==> src/common/mar_defs.svh <==
// Constants for the measurement archive recorder
`ifndef MAR_DEFS_SVH
`define MAR_DEFS_SVH
`define MAR_GAS_HOUR_DEF     5'h06
`define MAR_PERIOD_MIN_S     12'h001
`define MAR_PERIOD_MAX_S     12'he10
`define MAR_PERIOD_DEF_S     12'he10
`define MAR_CLK_HZ           50000000
`define MAR_STAT_W           64
`define MAR_TICK_W           26
`define MAR_SEC_W            32
`define MAR_KIND_MONTH       3'h0
`define MAR_KIND_DAY         3'h1
`define MAR_KIND_DATA        3'h2
`define MAR_KIND_BIN         3'h3
`define MAR_KIND_LIMIT       3'h4
`define MAR_KIND_STATUS      3'h5
`endif

==> src/common/mar_pkg.sv <==
// Types shared by the measurement archive recorder
package mar_pkg;
  // Calendar time of a slot, one second resolution
  typedef struct packed {
    logic [6:0] year;
    logic [3:0] month;
    logic [4:0] day;
    logic [4:0] hour;
    logic [5:0] minute;
    logic [5:0] second;
  } mar_time_type;

  // One record as offered to the memory writer
  typedef struct packed {
    logic [2:0]   kind;
    logic [11:0]  addr;
    mar_time_type stamp;
    logic [31:0]  value;
    logic [31:0]  aux;
    mar_time_type aux_stamp;
    logic [63:0]  flags;
  } mar_rec_type;

  typedef enum logic [2:0] {
    MAR_IDLE,
    MAR_MONTH,
    MAR_DAY,
    MAR_DATA,
    MAR_BIN,
    MAR_STATUS
  } mar_state_type;
endpackage

==> src/hdl/mar_minmax.sv <==
// Minimum and maximum tracker with time of reaching
`timescale 1ns/10ps
module mar_minmax
  import mar_pkg::*;
(
  input  wire logic         clk_sys,
  input  wire logic         reset,
  input  wire logic         init,
  input  wire logic         sample,
  input  wire logic [31:0]  value,
  input  mar_time_type      now,
  output logic [31:0]       min_v,
  output logic [31:0]       max_v,
  output mar_time_type      min_t,
  output mar_time_type      max_t,
  output logic              changed
);
  logic [31:0]  min_r;
  logic [31:0]  max_r;
  mar_time_type min_t_r;
  mar_time_type max_t_r;
  logic         chg_r;

  // ====================================================
  // Load both holders on init, else track extremes
  always_ff @(posedge clk_sys)
  begin
    if (reset)
    begin
      min_r   <= 32'h0000_0000;
      max_r   <= 32'h0000_0000;
      min_t_r <= '0;
      max_t_r <= '0;
      chg_r   <= 1'b0;
    end
    else if (init)
    begin
      min_r   <= value;
      max_r   <= value;
      min_t_r <= now;
      max_t_r <= now;
      chg_r   <= 1'b1;
    end
    else
    begin
      chg_r <= 1'b0;
      if (sample && value < min_r)
      begin
        min_r   <= value;
        min_t_r <= now;
        chg_r   <= 1'b1;
      end
      if (sample && value > max_r)
      begin
        max_r   <= value;
        max_t_r <= now;
        chg_r   <= 1'b1;
      end
    end
  end

  assign min_v   = min_r;
  assign max_v   = max_r;
  assign min_t   = min_t_r;
  assign max_t   = max_t_r;
  assign changed = chg_r;
endmodule

==> src/hdl/mar_recorder.sv <==
// Measurement archive recorder top level
//
// Overview of operation
// - Every record except the limit record carries its slot time; all but binary records carry selected quantity values.
// - Fixed archives sit at memory start; data archive takes the remainder.
// - Monthly archive writes once a month at the gas hour.
// - Monthly records carry their own record timestamp.
// - Full fixed archives overwrite their oldest record.
// - Monthly statistics cover the span since the previous monthly record.
// - Daily archive writes once a day at the gas hour, except on the gas hour that writes a monthly record; same statistics.
// - Data archive period is programmable from one second to one hour.
// - Data archive period defaults to one hour after initialisation.
// - Status bits in data records are sticky per archive period.
// - Setpoints and errors active high; binary input polarity is configurable.
// - Binary archive stores binary inputs, status bits and device errors.
// - Binary archive writes only when an archived binary signal changes.
// - Binary records carry a one second resolution timestamp.
// - Limit archive keeps min and max with their time of reaching.
// - On limit initialisation min and max load the current value.
// - Status archive records time, 64-bit event word and primary volume.
// - Maximum hourly and daily consumption keep their hour or day.
// - Mean values go to data, daily, monthly archives, not limit or binary.
`timescale 1ns/10ps
`include "mar_defs.svh"
module mar_recorder
  import mar_pkg::*;
#(
  parameter int MEM_WORDS   = 4096,
  parameter int MONTH_DEPTH = 24,
  parameter int DAY_DEPTH   = 400,
  parameter int BIN_DEPTH   = 512,
  parameter int LIMIT_DEPTH = 2,
  parameter int STATUS_DEPTH = 256,
  parameter int CLK_HZ      = `MAR_CLK_HZ
)
(
  input  wire logic         clk_sys,
  input  wire logic         reset,
  input  mar_time_type      now,
  input  wire logic [4:0]   gas_hour,
  input  wire logic         period_load,
  input  wire logic [11:0]  period_s,
  input  wire logic         limit_init,
  input  wire logic [31:0]  analog_value,
  input  wire logic [31:0]  primary_volume_counter_one,
  input  wire logic [15:0]  bin_inputs,
  input  wire logic [15:0]  bin_polarity,
  input  wire logic [15:0]  setpoints,
  input  wire logic [15:0]  dev_errors,
  input  wire logic [15:0]  status_bits,
  input  wire logic [63:0]  event_word,
  output mar_rec_type       rec,
  output logic              rec_valid,
  output logic [11:0]       period_cur
);
  localparam int FIXED_WORDS = MONTH_DEPTH + DAY_DEPTH + BIN_DEPTH + LIMIT_DEPTH + STATUS_DEPTH;
  localparam int DATA_DEPTH  = MEM_WORDS - FIXED_WORDS;
  localparam int TICK_DIV    = CLK_HZ;
  localparam int B_DAY       = MONTH_DEPTH;
  localparam int B_BIN       = B_DAY + DAY_DEPTH;
  localparam int B_LIMIT     = B_BIN + BIN_DEPTH;
  localparam int B_STATUS    = B_LIMIT + LIMIT_DEPTH;
  localparam int B_DATA      = B_STATUS + STATUS_DEPTH;

  initial
  begin
    if (MEM_WORDS > 4096 || DATA_DEPTH < 1)
      $error("mar_recorder: memory too small for fixed archives");
    if (CLK_HZ < 2 || CLK_HZ >= (1 << `MAR_TICK_W))
      $error("mar_recorder: clock rate out of range");
  end

  // Adds with saturation, used by all accumulators
  function automatic logic [31:0] sat_add(input logic [31:0] a, input logic [31:0] b);
    logic [32:0] s;
    s = {1'b0, a} + {1'b0, b};
    sat_add = s[32] ? 32'hffff_ffff : s[31:0];
  endfunction

  // Archived binary vector in active-high form
  function automatic logic [63:0] bin_vec(input logic [15:0] bi, input logic [15:0] pol,
                                          input logic [15:0] sp, input logic [15:0] er,
                                          input logic [15:0] st);
    bin_vec = {st, er, sp, bi ~^ pol};
  endfunction

  // ======================================================================
  // One second enable from the system clock
  logic [`MAR_TICK_W-1:0] tick_cnt_r;
  logic                   sec_r;
  always_ff @(posedge clk_sys)
  begin
    if (reset)
    begin
      tick_cnt_r <= '0;
      sec_r      <= 1'b0;
    end
    else if (tick_cnt_r == `MAR_TICK_W'(TICK_DIV - 1))
    begin
      tick_cnt_r <= '0;
      sec_r      <= 1'b1;
    end
    else
    begin
      tick_cnt_r <= tick_cnt_r + `MAR_TICK_W'(1);
      sec_r      <= 1'b0;
    end
  end

  // ======================================================================
  // Data archive period register, clamped to the legal range
  logic [11:0] period_r;
  always_ff @(posedge clk_sys)
  begin
    if (reset)
      period_r <= `MAR_PERIOD_DEF_S;
    else if (period_load)
    begin
      if (period_s < `MAR_PERIOD_MIN_S)
        period_r <= `MAR_PERIOD_MIN_S;
      else if (period_s > `MAR_PERIOD_MAX_S)
        period_r <= `MAR_PERIOD_MAX_S;
      else
        period_r <= period_s;
    end
  end

  // ======================================================================
  // Data period seconds counter
  logic [11:0] per_cnt_r;
  logic        data_due_r;
  always_ff @(posedge clk_sys)
  begin
    if (reset)
    begin
      per_cnt_r  <= 12'h000;
      data_due_r <= 1'b0;
    end
    else
    begin
      data_due_r <= 1'b0;
      if (sec_r)
      begin
        if (per_cnt_r + 12'h001 >= period_r)
        begin
          per_cnt_r  <= 12'h000;
          data_due_r <= 1'b1;
        end
        else
          per_cnt_r <= per_cnt_r + 12'h001;
      end
    end
  end

  // ======================================================================
  // Gas hour detection, once per hour change into the gas hour
  logic [4:0] last_hour_r;
  logic [4:0] ended_hour_r;
  logic [3:0] last_month_r;
  logic       day_due_r;
  logic       month_due_r;
  logic       hour_edge_r;
  always_ff @(posedge clk_sys)
  begin
    if (reset)
    begin
      last_hour_r  <= 5'h00;
      ended_hour_r <= 5'h00;
      last_month_r <= 4'h0;
      day_due_r    <= 1'b0;
      month_due_r  <= 1'b0;
      hour_edge_r  <= 1'b0;
    end
    else
    begin
      last_hour_r <= now.hour;
      ended_hour_r <= last_hour_r; // Hour that closed at the last hour edge
      hour_edge_r <= (now.hour != last_hour_r);
      day_due_r   <= 1'b0;
      month_due_r <= 1'b0;
      if (now.hour != last_hour_r && now.hour == gas_hour)
      begin
        day_due_r <= 1'b1;
        if (now.month != last_month_r)
        begin
          month_due_r  <= 1'b1;
          last_month_r <= now.month;
        end
      end
    end
  end

  // ======================================================================
  // Hourly and daily consumption statistics from the primary volume
  logic [31:0]  vol_hour_base_r;
  logic [31:0]  vol_day_base_r;
  logic [31:0]  max_hour_d_r;
  logic [4:0]   max_hour_d_at_r;
  logic [31:0]  max_hour_m_r;
  mar_time_type max_hour_m_at_r;
  logic [31:0]  max_day_m_r;
  logic [4:0]   max_day_m_at_r;
  logic [31:0]  hour_use;
  logic [31:0]  day_use;
  assign hour_use = primary_volume_counter_one - vol_hour_base_r;
  assign day_use  = primary_volume_counter_one - vol_day_base_r;
  always_ff @(posedge clk_sys)
  begin
    if (reset)
    begin
      vol_hour_base_r <= 32'h0000_0000;
      vol_day_base_r  <= 32'h0000_0000;
      max_hour_d_r    <= 32'h0000_0000;
      max_hour_d_at_r <= 5'h00;
      max_hour_m_r    <= 32'h0000_0000;
      max_hour_m_at_r <= '0;
      max_day_m_r     <= 32'h0000_0000;
      max_day_m_at_r  <= 5'h00;
    end
    else
    begin
      if (hour_edge_r)
      begin
        vol_hour_base_r <= primary_volume_counter_one;
        if (hour_use > max_hour_d_r || day_due_r)
        begin
          max_hour_d_r    <= hour_use;
          max_hour_d_at_r <= ended_hour_r;
        end
        if (hour_use > max_hour_m_r || month_due_r)
        begin
          max_hour_m_r    <= hour_use;
          max_hour_m_at_r <= now;
        end
      end
      if (day_due_r)
      begin
        vol_day_base_r <= primary_volume_counter_one;
        if (day_use > max_day_m_r || month_due_r)
        begin
          max_day_m_r    <= day_use;
          max_day_m_at_r <= now.day;
        end
      end
    end
  end

  // ======================================================================
  // Mean-value accumulators for data, daily and monthly archives
  logic [31:0] acc_data_r;
  logic [31:0] acc_day_r;
  logic [31:0] acc_month_r;
  logic [15:0] n_data_r;
  logic [15:0] n_day_r;
  logic [15:0] n_month_r;
  always_ff @(posedge clk_sys)
  begin
    if (reset)
    begin
      acc_data_r  <= 32'h0000_0000;
      acc_day_r   <= 32'h0000_0000;
      acc_month_r <= 32'h0000_0000;
      n_data_r    <= 16'h0000;
      n_day_r     <= 16'h0000;
      n_month_r   <= 16'h0000;
    end
    else if (sec_r)
    begin
      acc_data_r  <= data_due_r  ? analog_value : sat_add(acc_data_r, analog_value);
      acc_day_r   <= day_due_r   ? analog_value : sat_add(acc_day_r, analog_value);
      acc_month_r <= month_due_r ? analog_value : sat_add(acc_month_r, analog_value);
      n_data_r    <= data_due_r  ? 16'h0001 : n_data_r + 16'h0001;
      n_day_r     <= day_due_r   ? 16'h0001 : n_day_r + 16'h0001;
      n_month_r   <= month_due_r ? 16'h0001 : n_month_r + 16'h0001;
    end
    else
    begin
      if (data_due_r)
      begin
        acc_data_r <= 32'h0000_0000;
        n_data_r   <= 16'h0000;
      end
      if (day_due_r)
      begin
        acc_day_r <= 32'h0000_0000;
        n_day_r   <= 16'h0000;
      end
      if (month_due_r)
      begin
        acc_month_r <= 32'h0000_0000;
        n_month_r   <= 16'h0000;
      end
    end
  end

  // ======================================================================
  // Sticky status flags per data period; a new event beats the clear
  logic [63:0] cur_bin;
  logic [63:0] sticky_r;
  logic [63:0] last_bin_r;
  logic        bin_chg_r;
  assign cur_bin = bin_vec(bin_inputs, bin_polarity, setpoints, dev_errors, status_bits);
  always_ff @(posedge clk_sys)
  begin
    if (reset)
      sticky_r <= 64'h0;
    else if (data_due_r)
      sticky_r <= cur_bin;
    else
      sticky_r <= sticky_r | cur_bin;
  end

  // Change detect on archived binaries
  always_ff @(posedge clk_sys)
  begin
    if (reset)
    begin
      last_bin_r <= 64'h0;
      bin_chg_r  <= 1'b0;
    end
    else
    begin
      last_bin_r <= cur_bin;
      bin_chg_r  <= (cur_bin != last_bin_r);
    end
  end

  // Event word change detect for the status archive
  logic [63:0] last_evt_r;
  logic        evt_chg_r;
  always_ff @(posedge clk_sys)
  begin
    if (reset)
    begin
      last_evt_r <= 64'h0;
      evt_chg_r  <= 1'b0;
    end
    else
    begin
      last_evt_r <= event_word;
      evt_chg_r  <= (event_word != last_evt_r);
    end
  end

  // ======================================================================
  // Limit tracker and region pointers
  logic [31:0]  lim_min;
  logic [31:0]  lim_max;
  mar_time_type lim_min_t;
  mar_time_type lim_max_t;
  logic         lim_chg;
  mar_minmax u_minmax (
    .clk_sys (clk_sys),
    .reset   (reset),
    .init    (limit_init),
    .sample  (sec_r),
    .value   (analog_value),
    .now     (now),
    .min_v   (lim_min),
    .max_v   (lim_max),
    .min_t   (lim_min_t),
    .max_t   (lim_max_t),
    .changed (lim_chg)
  );

  logic [5:0]  adv;
  logic [11:0] a_month;
  logic [11:0] a_day;
  logic [11:0] a_bin;
  logic [11:0] a_stat;
  logic [11:0] a_data;
  mar_ring_ptr #(.BASE(0), .DEPTH(MONTH_DEPTH)) u_p_month (
    .clk_sys (clk_sys), .reset (reset), .adv (adv[0]), .addr (a_month), .full ());
  mar_ring_ptr #(.BASE(B_DAY), .DEPTH(DAY_DEPTH)) u_p_day (
    .clk_sys (clk_sys), .reset (reset), .adv (adv[1]), .addr (a_day), .full ());
  mar_ring_ptr #(.BASE(B_BIN), .DEPTH(BIN_DEPTH)) u_p_bin (
    .clk_sys (clk_sys), .reset (reset), .adv (adv[2]), .addr (a_bin), .full ());
  mar_ring_ptr #(.BASE(B_STATUS), .DEPTH(STATUS_DEPTH)) u_p_stat (
    .clk_sys (clk_sys), .reset (reset), .adv (adv[3]), .addr (a_stat), .full ());
  mar_ring_ptr #(.BASE(B_DATA), .DEPTH(DATA_DEPTH)) u_p_data (
    .clk_sys (clk_sys), .reset (reset), .adv (adv[4]), .addr (a_data), .full ());

  // ======================================================================
  // Record emitter, one record per cycle by fixed priority
  always_ff @(posedge clk_sys)
  begin
    if (reset)
    begin
      rec       <= '0;
      rec_valid <= 1'b0;
      adv       <= 6'h00;
    end
    else
    begin
      rec_valid       <= 1'b1;
      adv             <= 6'h00;
      rec.stamp       <= now;
      rec.aux_stamp   <= '0;
      rec.flags       <= 64'h0;
      rec.aux         <= 32'h0000_0000;
      if (month_due_r)
      begin
        rec.kind      <= `MAR_KIND_MONTH;
        rec.addr      <= a_month;
        rec.value     <= acc_month_r;
        rec.aux       <= max_day_m_r;
        rec.aux_stamp <= max_hour_m_at_r;
        rec.flags     <= {27'h0, max_day_m_at_r, max_hour_m_r};
        adv[0]        <= 1'b1;
      end
      else if (day_due_r)
      begin
        rec.kind      <= `MAR_KIND_DAY;
        rec.addr      <= a_day;
        rec.value     <= acc_day_r;
        rec.aux       <= max_hour_d_r;
        rec.flags     <= {59'h0, max_hour_d_at_r};
        adv[1]        <= 1'b1;
      end
      else if (data_due_r)
      begin
        rec.kind      <= `MAR_KIND_DATA;
        rec.addr      <= a_data;
        rec.value     <= acc_data_r;
        rec.aux       <= primary_volume_counter_one;
        rec.flags     <= sticky_r;
        adv[4]        <= 1'b1;
      end
      else if (evt_chg_r)
      begin
        rec.kind      <= `MAR_KIND_STATUS;
        rec.addr      <= a_stat;
        rec.value     <= primary_volume_counter_one;
        rec.flags     <= last_evt_r;
        adv[3]        <= 1'b1;
      end
      else if (bin_chg_r)
      begin
        rec.kind      <= `MAR_KIND_BIN;
        rec.addr      <= a_bin;
        rec.value     <= 32'h0000_0000;
        rec.flags     <= last_bin_r;
        adv[2]        <= 1'b1;
      end
      else if (lim_chg)
      begin
        rec.kind      <= `MAR_KIND_LIMIT;
        rec.addr      <= 12'(B_LIMIT);
        rec.value     <= lim_min;
        rec.aux       <= lim_max;
        rec.stamp     <= lim_min_t;
        rec.aux_stamp <= lim_max_t;
      end
      else
        rec_valid     <= 1'b0;
    end
  end

  // Registered copy of the data period for the outside
  always_ff @(posedge clk_sys)
  begin
    if (reset)
      period_cur <= `MAR_PERIOD_DEF_S;
    else
      period_cur <= period_r;
  end

  // ======================================================================
  // Checks
  AST_PERIOD_RANGE: assert property (@(posedge clk_sys) disable iff (reset)
    period_r >= `MAR_PERIOD_MIN_S && period_r <= `MAR_PERIOD_MAX_S) else $error("period out of range");
  AST_PERIOD_DEF: assert property (@(posedge clk_sys)
    $fell(reset) |-> period_r == `MAR_PERIOD_DEF_S) else $error("period default wrong");
  AST_MONTH_REC: assert property (@(posedge clk_sys) disable iff (reset)
    month_due_r |=> rec_valid && rec.kind == `MAR_KIND_MONTH && rec.stamp == $past(now)) else $error("no month record");
  AST_DAY_REC: assert property (@(posedge clk_sys) disable iff (reset)
    day_due_r && !month_due_r |=> rec_valid && rec.kind == `MAR_KIND_DAY) else $error("no day record");
  AST_BIN_ONLY_ON_CHANGE: assert property (@(posedge clk_sys) disable iff (reset)
    rec_valid && rec.kind == `MAR_KIND_BIN |-> $past(bin_chg_r)) else $error("binary record without change");
  AST_STICKY: assert property (@(posedge clk_sys) disable iff (reset)
    !data_due_r && $past(!reset) |=> (sticky_r & $past(sticky_r)) == $past(sticky_r)) else $error("sticky lost");
  AST_STATUS_REC: assert property (@(posedge clk_sys) disable iff (reset)
    rec_valid && rec.kind == `MAR_KIND_STATUS |-> rec.value == $past(primary_volume_counter_one)) else $error("status volume");
  AST_ACC_CLEAR: assert property (@(posedge clk_sys) disable iff (reset)
    data_due_r && !sec_r |=> acc_data_r == 32'h0000_0000) else $error("accumulator not cleared");
  AST_LIMIT_INIT: assert property (@(posedge clk_sys) disable iff (reset)
    limit_init |=> lim_min == $past(analog_value) && lim_max == $past(analog_value)) else $error("limit init");
endmodule

==> src/hdl/mar_ring_ptr.sv <==
// Circular write pointer for one archive region
`timescale 1ns/10ps
module mar_ring_ptr
  import mar_pkg::*;
#(
  parameter int BASE  = 0,
  parameter int DEPTH = 16
)
(
  input  wire logic        clk_sys,
  input  wire logic        reset,
  input  wire logic        adv,
  output logic [11:0]      addr,
  output logic             full
);
  logic [11:0] idx_r;
  logic        full_r;

  initial
  begin
    if (DEPTH < 1 || BASE + DEPTH > 4096)
      $error("mar_ring_ptr: region does not fit");
  end

  // ====================================================
  // Pointer wraps so the oldest entry is overwritten
  always_ff @(posedge clk_sys)
  begin
    if (reset)
    begin
      idx_r  <= 12'h000;
      full_r <= 1'b0;
    end
    else if (adv)
    begin
      if (idx_r == 12'(DEPTH - 1))
      begin
        idx_r  <= 12'h000;
        full_r <= 1'b1;
      end
      else
        idx_r <= idx_r + 12'h001;
    end
  end

  assign addr = 12'(BASE) + idx_r;
  assign full = full_r;
endmodule

==> config.mk <==
export PLATFORM = sky130hd
export DESIGN_NAME = mar_recorder
export DESIGN_NICKNAME = d
export VERILOG_FILES = /design/src/common/mar_pkg.sv /design/src/hdl/mar_minmax.sv /design/src/hdl/mar_recorder.sv /design/src/hdl/mar_ring_ptr.sv
export VERILOG_INCLUDE_DIRS = /design/src /design/src/common
export SDC_FILE = /design/constraint.sdc
export NUM_CORES = 2
export LEC_CHECK = 0
export BUFFER_PORTS_ARGS = -buffer_cell sky130_fd_sc_hd__buf_2
export CORE_MARGIN = 2
export CORE_UTILIZATION = 45
export DETAILED_ROUTE_END_ITERATION = 10
export HOLD_SLACK_MARGIN = 0.02
export REMOVE_ABC_BUFFERS = 1
export SYNTH_ARGS = -nofsm -noshare
export SYNTH_HDL_FRONTEND = slang
export SYNTH_HIERARCHICAL = 1
export SYNTH_SLANG_ARGS = --single-unit
export TNS_END_PERCENT = 100
==> constraint.sdc <==
create_clock -name clk_sys -period 13.03 [get_ports clk_sys]
set_clock_uncertainty 0.2 [all_clocks]
set_input_delay 1.9545 -clock clk_sys [delete_from_list [all_inputs] [get_ports clk_sys]]
set_output_delay 1.9545 -clock clk_sys [all_outputs]
set_load 0.005 [all_outputs]
==> key figures <==
Timing
  • Crit share post-route: 56.79%
  • Slew Viols, Final: 0
  • Achievable frequency: between 100 and 150 MHz
  • Slew headroom: between 20% and 30%
  • Final Hold Vio Count: 0
  • Fin Setup TNS: 0 ns
  • Post-layout min period: between 7 and 8 ns
  • Setup violators final: 0
  • RSZ-0062 raised after global routing: no
  • Least-Margin Pin Slew: about 1.1 ns

Clocking
  • Clock root buffer: clkbuf_16
  • CTS Buf Count: around 110
  • Hold bufs inserted after CTS: 0
  • Skew-Pair Late Insertion Delay: approximately 0.72 ns
  • Post_cts resized: 0
  • Reg clk slew, reported paths: approximately 0.06 ns
  • CTS H-tree lvls: 3
  • CTS sink count: 980
  • Clock Path Buffers: 3
  • CTS tree: done
  • Setup repair bufs after CTS: 0

Power and ir drop
  • Clock power frac: 43.1%
  • Seq pwr share: between 40% and 50%
  • Max VDD drop: between 100 and 150 µV
  • P_leak: ~25 nW
  • PwrDens: about 130 nW/µm²
  • Sw Ratio: 27.50%
  • Net Sw Power: 2.145 mW
  • Cell internal pwr: 5.655 mW
  • Logic gate share of total power: 15.1%

Cells and area
  • Layout cells sized above 1: between 10% and 20%
  • Design Area, Final: 59,560 µm²
  • Nets@finish: roughly 7k
  • Area grow syn2layout: 13.76%
  • Final cell count without fillers: 8,004

Worst setup path
  • CP max-delay cell: buf_4
  • Req. time, crit path: approximately 13 ns
  • CP delay by family, top: simple AND/OR/NAND/NOR gates
  • CP max stage delay: slightly below 0.7 ns
  • Worst path cell trace: buf_2 -> inv_1 -> ha_1 -> inv_1 -> fa_1 -> a211oi_1 -> o21ai_0 -> a31oi_2 -> a211oi_1 -> nor3_1 -> nor3_1 -> o21a_1 -> or3_1 -> and2_1 -> ha_1 -> nand4_1 -> nor2_1 -> nand2_1 -> o21ai_0 -> and3_4 -> buf_4 -> mux2i_1 -> nor2_1
  • CP Launch Type: input port
  • CP Max Fanout: 39
  • Worst setup EP type: flip-flop
  • WP buf/inv: 4
  • CP Class: input port to flip-flop
  • Arrival time worst endpoint: 7.78 ns

Floorplanning
  • Initial Utilization: a little under half
  • Site row count: ~130
  • Core box area: 115,700 µm²
  • IO Count: 484
  • Die Height: between 300 and 400 µm
  • Die area: ~120,000 µm²
  • Die Width: approximately 350 µm

Placement
  • Cells after DPL: just under 8k
  • Gpl congestion: 0.9088
  • Placed Area: 55,530 µm²
  • PortBufs: 483
  • Hpwl dp: roughly 120,000 µm

GRT
  • Initial antenna violation count: 34
  • GRT Util Overall: ~26%
  • Vias in the first global route: ~43k
  • Largest net degree at the start of global routing: around 170
  • Grt total ovfl: 0
  • First-pass GRT wire length: around 250,000 µm

Routing
  • Post-DRT Antenna Nets: 0
  • DRC Markers: 0
  • Drt total wl: roughly 160,000 µm
  • Wire per inst: between 20 and 25 µm
  • Vias/cell: 5.577
  • DRT Pass-1 Iters: 7
  • DRT iter0 DRCs: between 2k and 3k
  • Vias: about 45k

Flow run
  • Max-cap violations: 0

Synthesis
  • Synth Cell Area: 52,350 µm²
  • Synth Instances: 6,095
  • Yosys warning count: 6
  • Syn_area_per_cell: roughly 8.6 µm²

Outcome
  • Status: finished clean

Hold path
  • Hold Path Class: flip-flop to flip-flop
## flip-flops by register name, summed over array words and instances (netlist names), 33 cells and up
signal           count
sticky_r            64
max_hour_m_at_r     33
rec                209
u_minmax/max_t      33
u_minmax/min_t      33
last_evt_r          64
last_bin_r          64
## worst paths after layout
path	slack, ns	from	end	depth (start not counted)
max	5.63	primary_volume_counter_one[0]	max_hour_m_r[27]	23
min	0.24	period_r[10]	period_cur[10]	2
max reg2reg	6.74	vol_hour_base_r[0]	max_hour_m_r[27]	21
min reg2reg	0.24	period_r[10]	period_cur[10]	2
## area by class of cell
class,count,area [µm²]
well taps,1524,1907
multi-input cells,4449,30040
repair buffers,528,2815
inverters,300,1131
fillers,11070,56180
flip-flops and latches,980,19640
clock buffers,151,3229
diodes,20,50.05
clock inverters,52,743.2
## layer usage
layer / part of all wire (%) / wire, µm / global-route usage [%]
met1: 45 / 71930 / 34.38
met2: 46 / 73550 / 42.60
met3: 6.1 / 9736 / 4.766
met4: 3.1 / 4979 / 8.638
met5: 0.074 / 118 / 0
## power groups by stage
| stage | combinational, mW | sequential (mW) | clock [mW] |
|---|---|---|---|
| 3_5_place_dp | 1.18 | 3.32 | 0 |
| 2_1_floorplan | 0.775 | 3.30 | 0 |
| 5_1_grt | 1.32 | 3.28 | 3.54 |
| 3_3_place_gp | 1.15 | 3.32 | 0 |
| 6_report | 1.18 | 3.26 | 3.36 |
| 4_1_cts | 1.18 | 3.26 | 3.43 |
## metrics by stage
step / utilization (%) / hold WS (ns) / power [mW] / setup WS [ns]
after floorplan: - / 0.2068 / 4.079 / 3.085
after global placement: 47.98 / 0.2273 / 4.469 / 4.978
after detailed placement: 47.98 / 0.2309 / 4.497 / 4.939
after CTS: 51.42 / 0.2457 / 7.873 / 5.709
after global routing: 51.44 / 0.2615 / 8.141 / 5.255
final: 51.46 / 0.2410 / 7.800 / 5.630
## layout by cell type, fill, tap and decap left out, types with 60 or more instances in the layout
cell	count
nand3b_1	70
nand3_1	66
xnor2_1	136
a221o_1	77
xor2_1	248
clkbuf_16	112
a221oi_1	60
a21o_1	135
dfxtp_1	974
ha_1	344
nor2b_1	155
a21oi_1	546
nand4_1	78
nor2_1	636
nand2b_1	161
mux2i_1	257
nand2_1	396
inv_1	297
o21ai_0	371
a211oi_1	73
buf_2	482
nor3_1	81
## tightest hold or removal path: cells and delay by family, from the launching register on
| family | cells | cell delay (ns) |
|---|---|---|
| buffers and inverters | 1 | 0.06 |
| AND/OR/NAND/NOR | 1 | 0.05 |
| flip-flops | 1 | 0.30 |
Power figures use the tool's default switching activity.
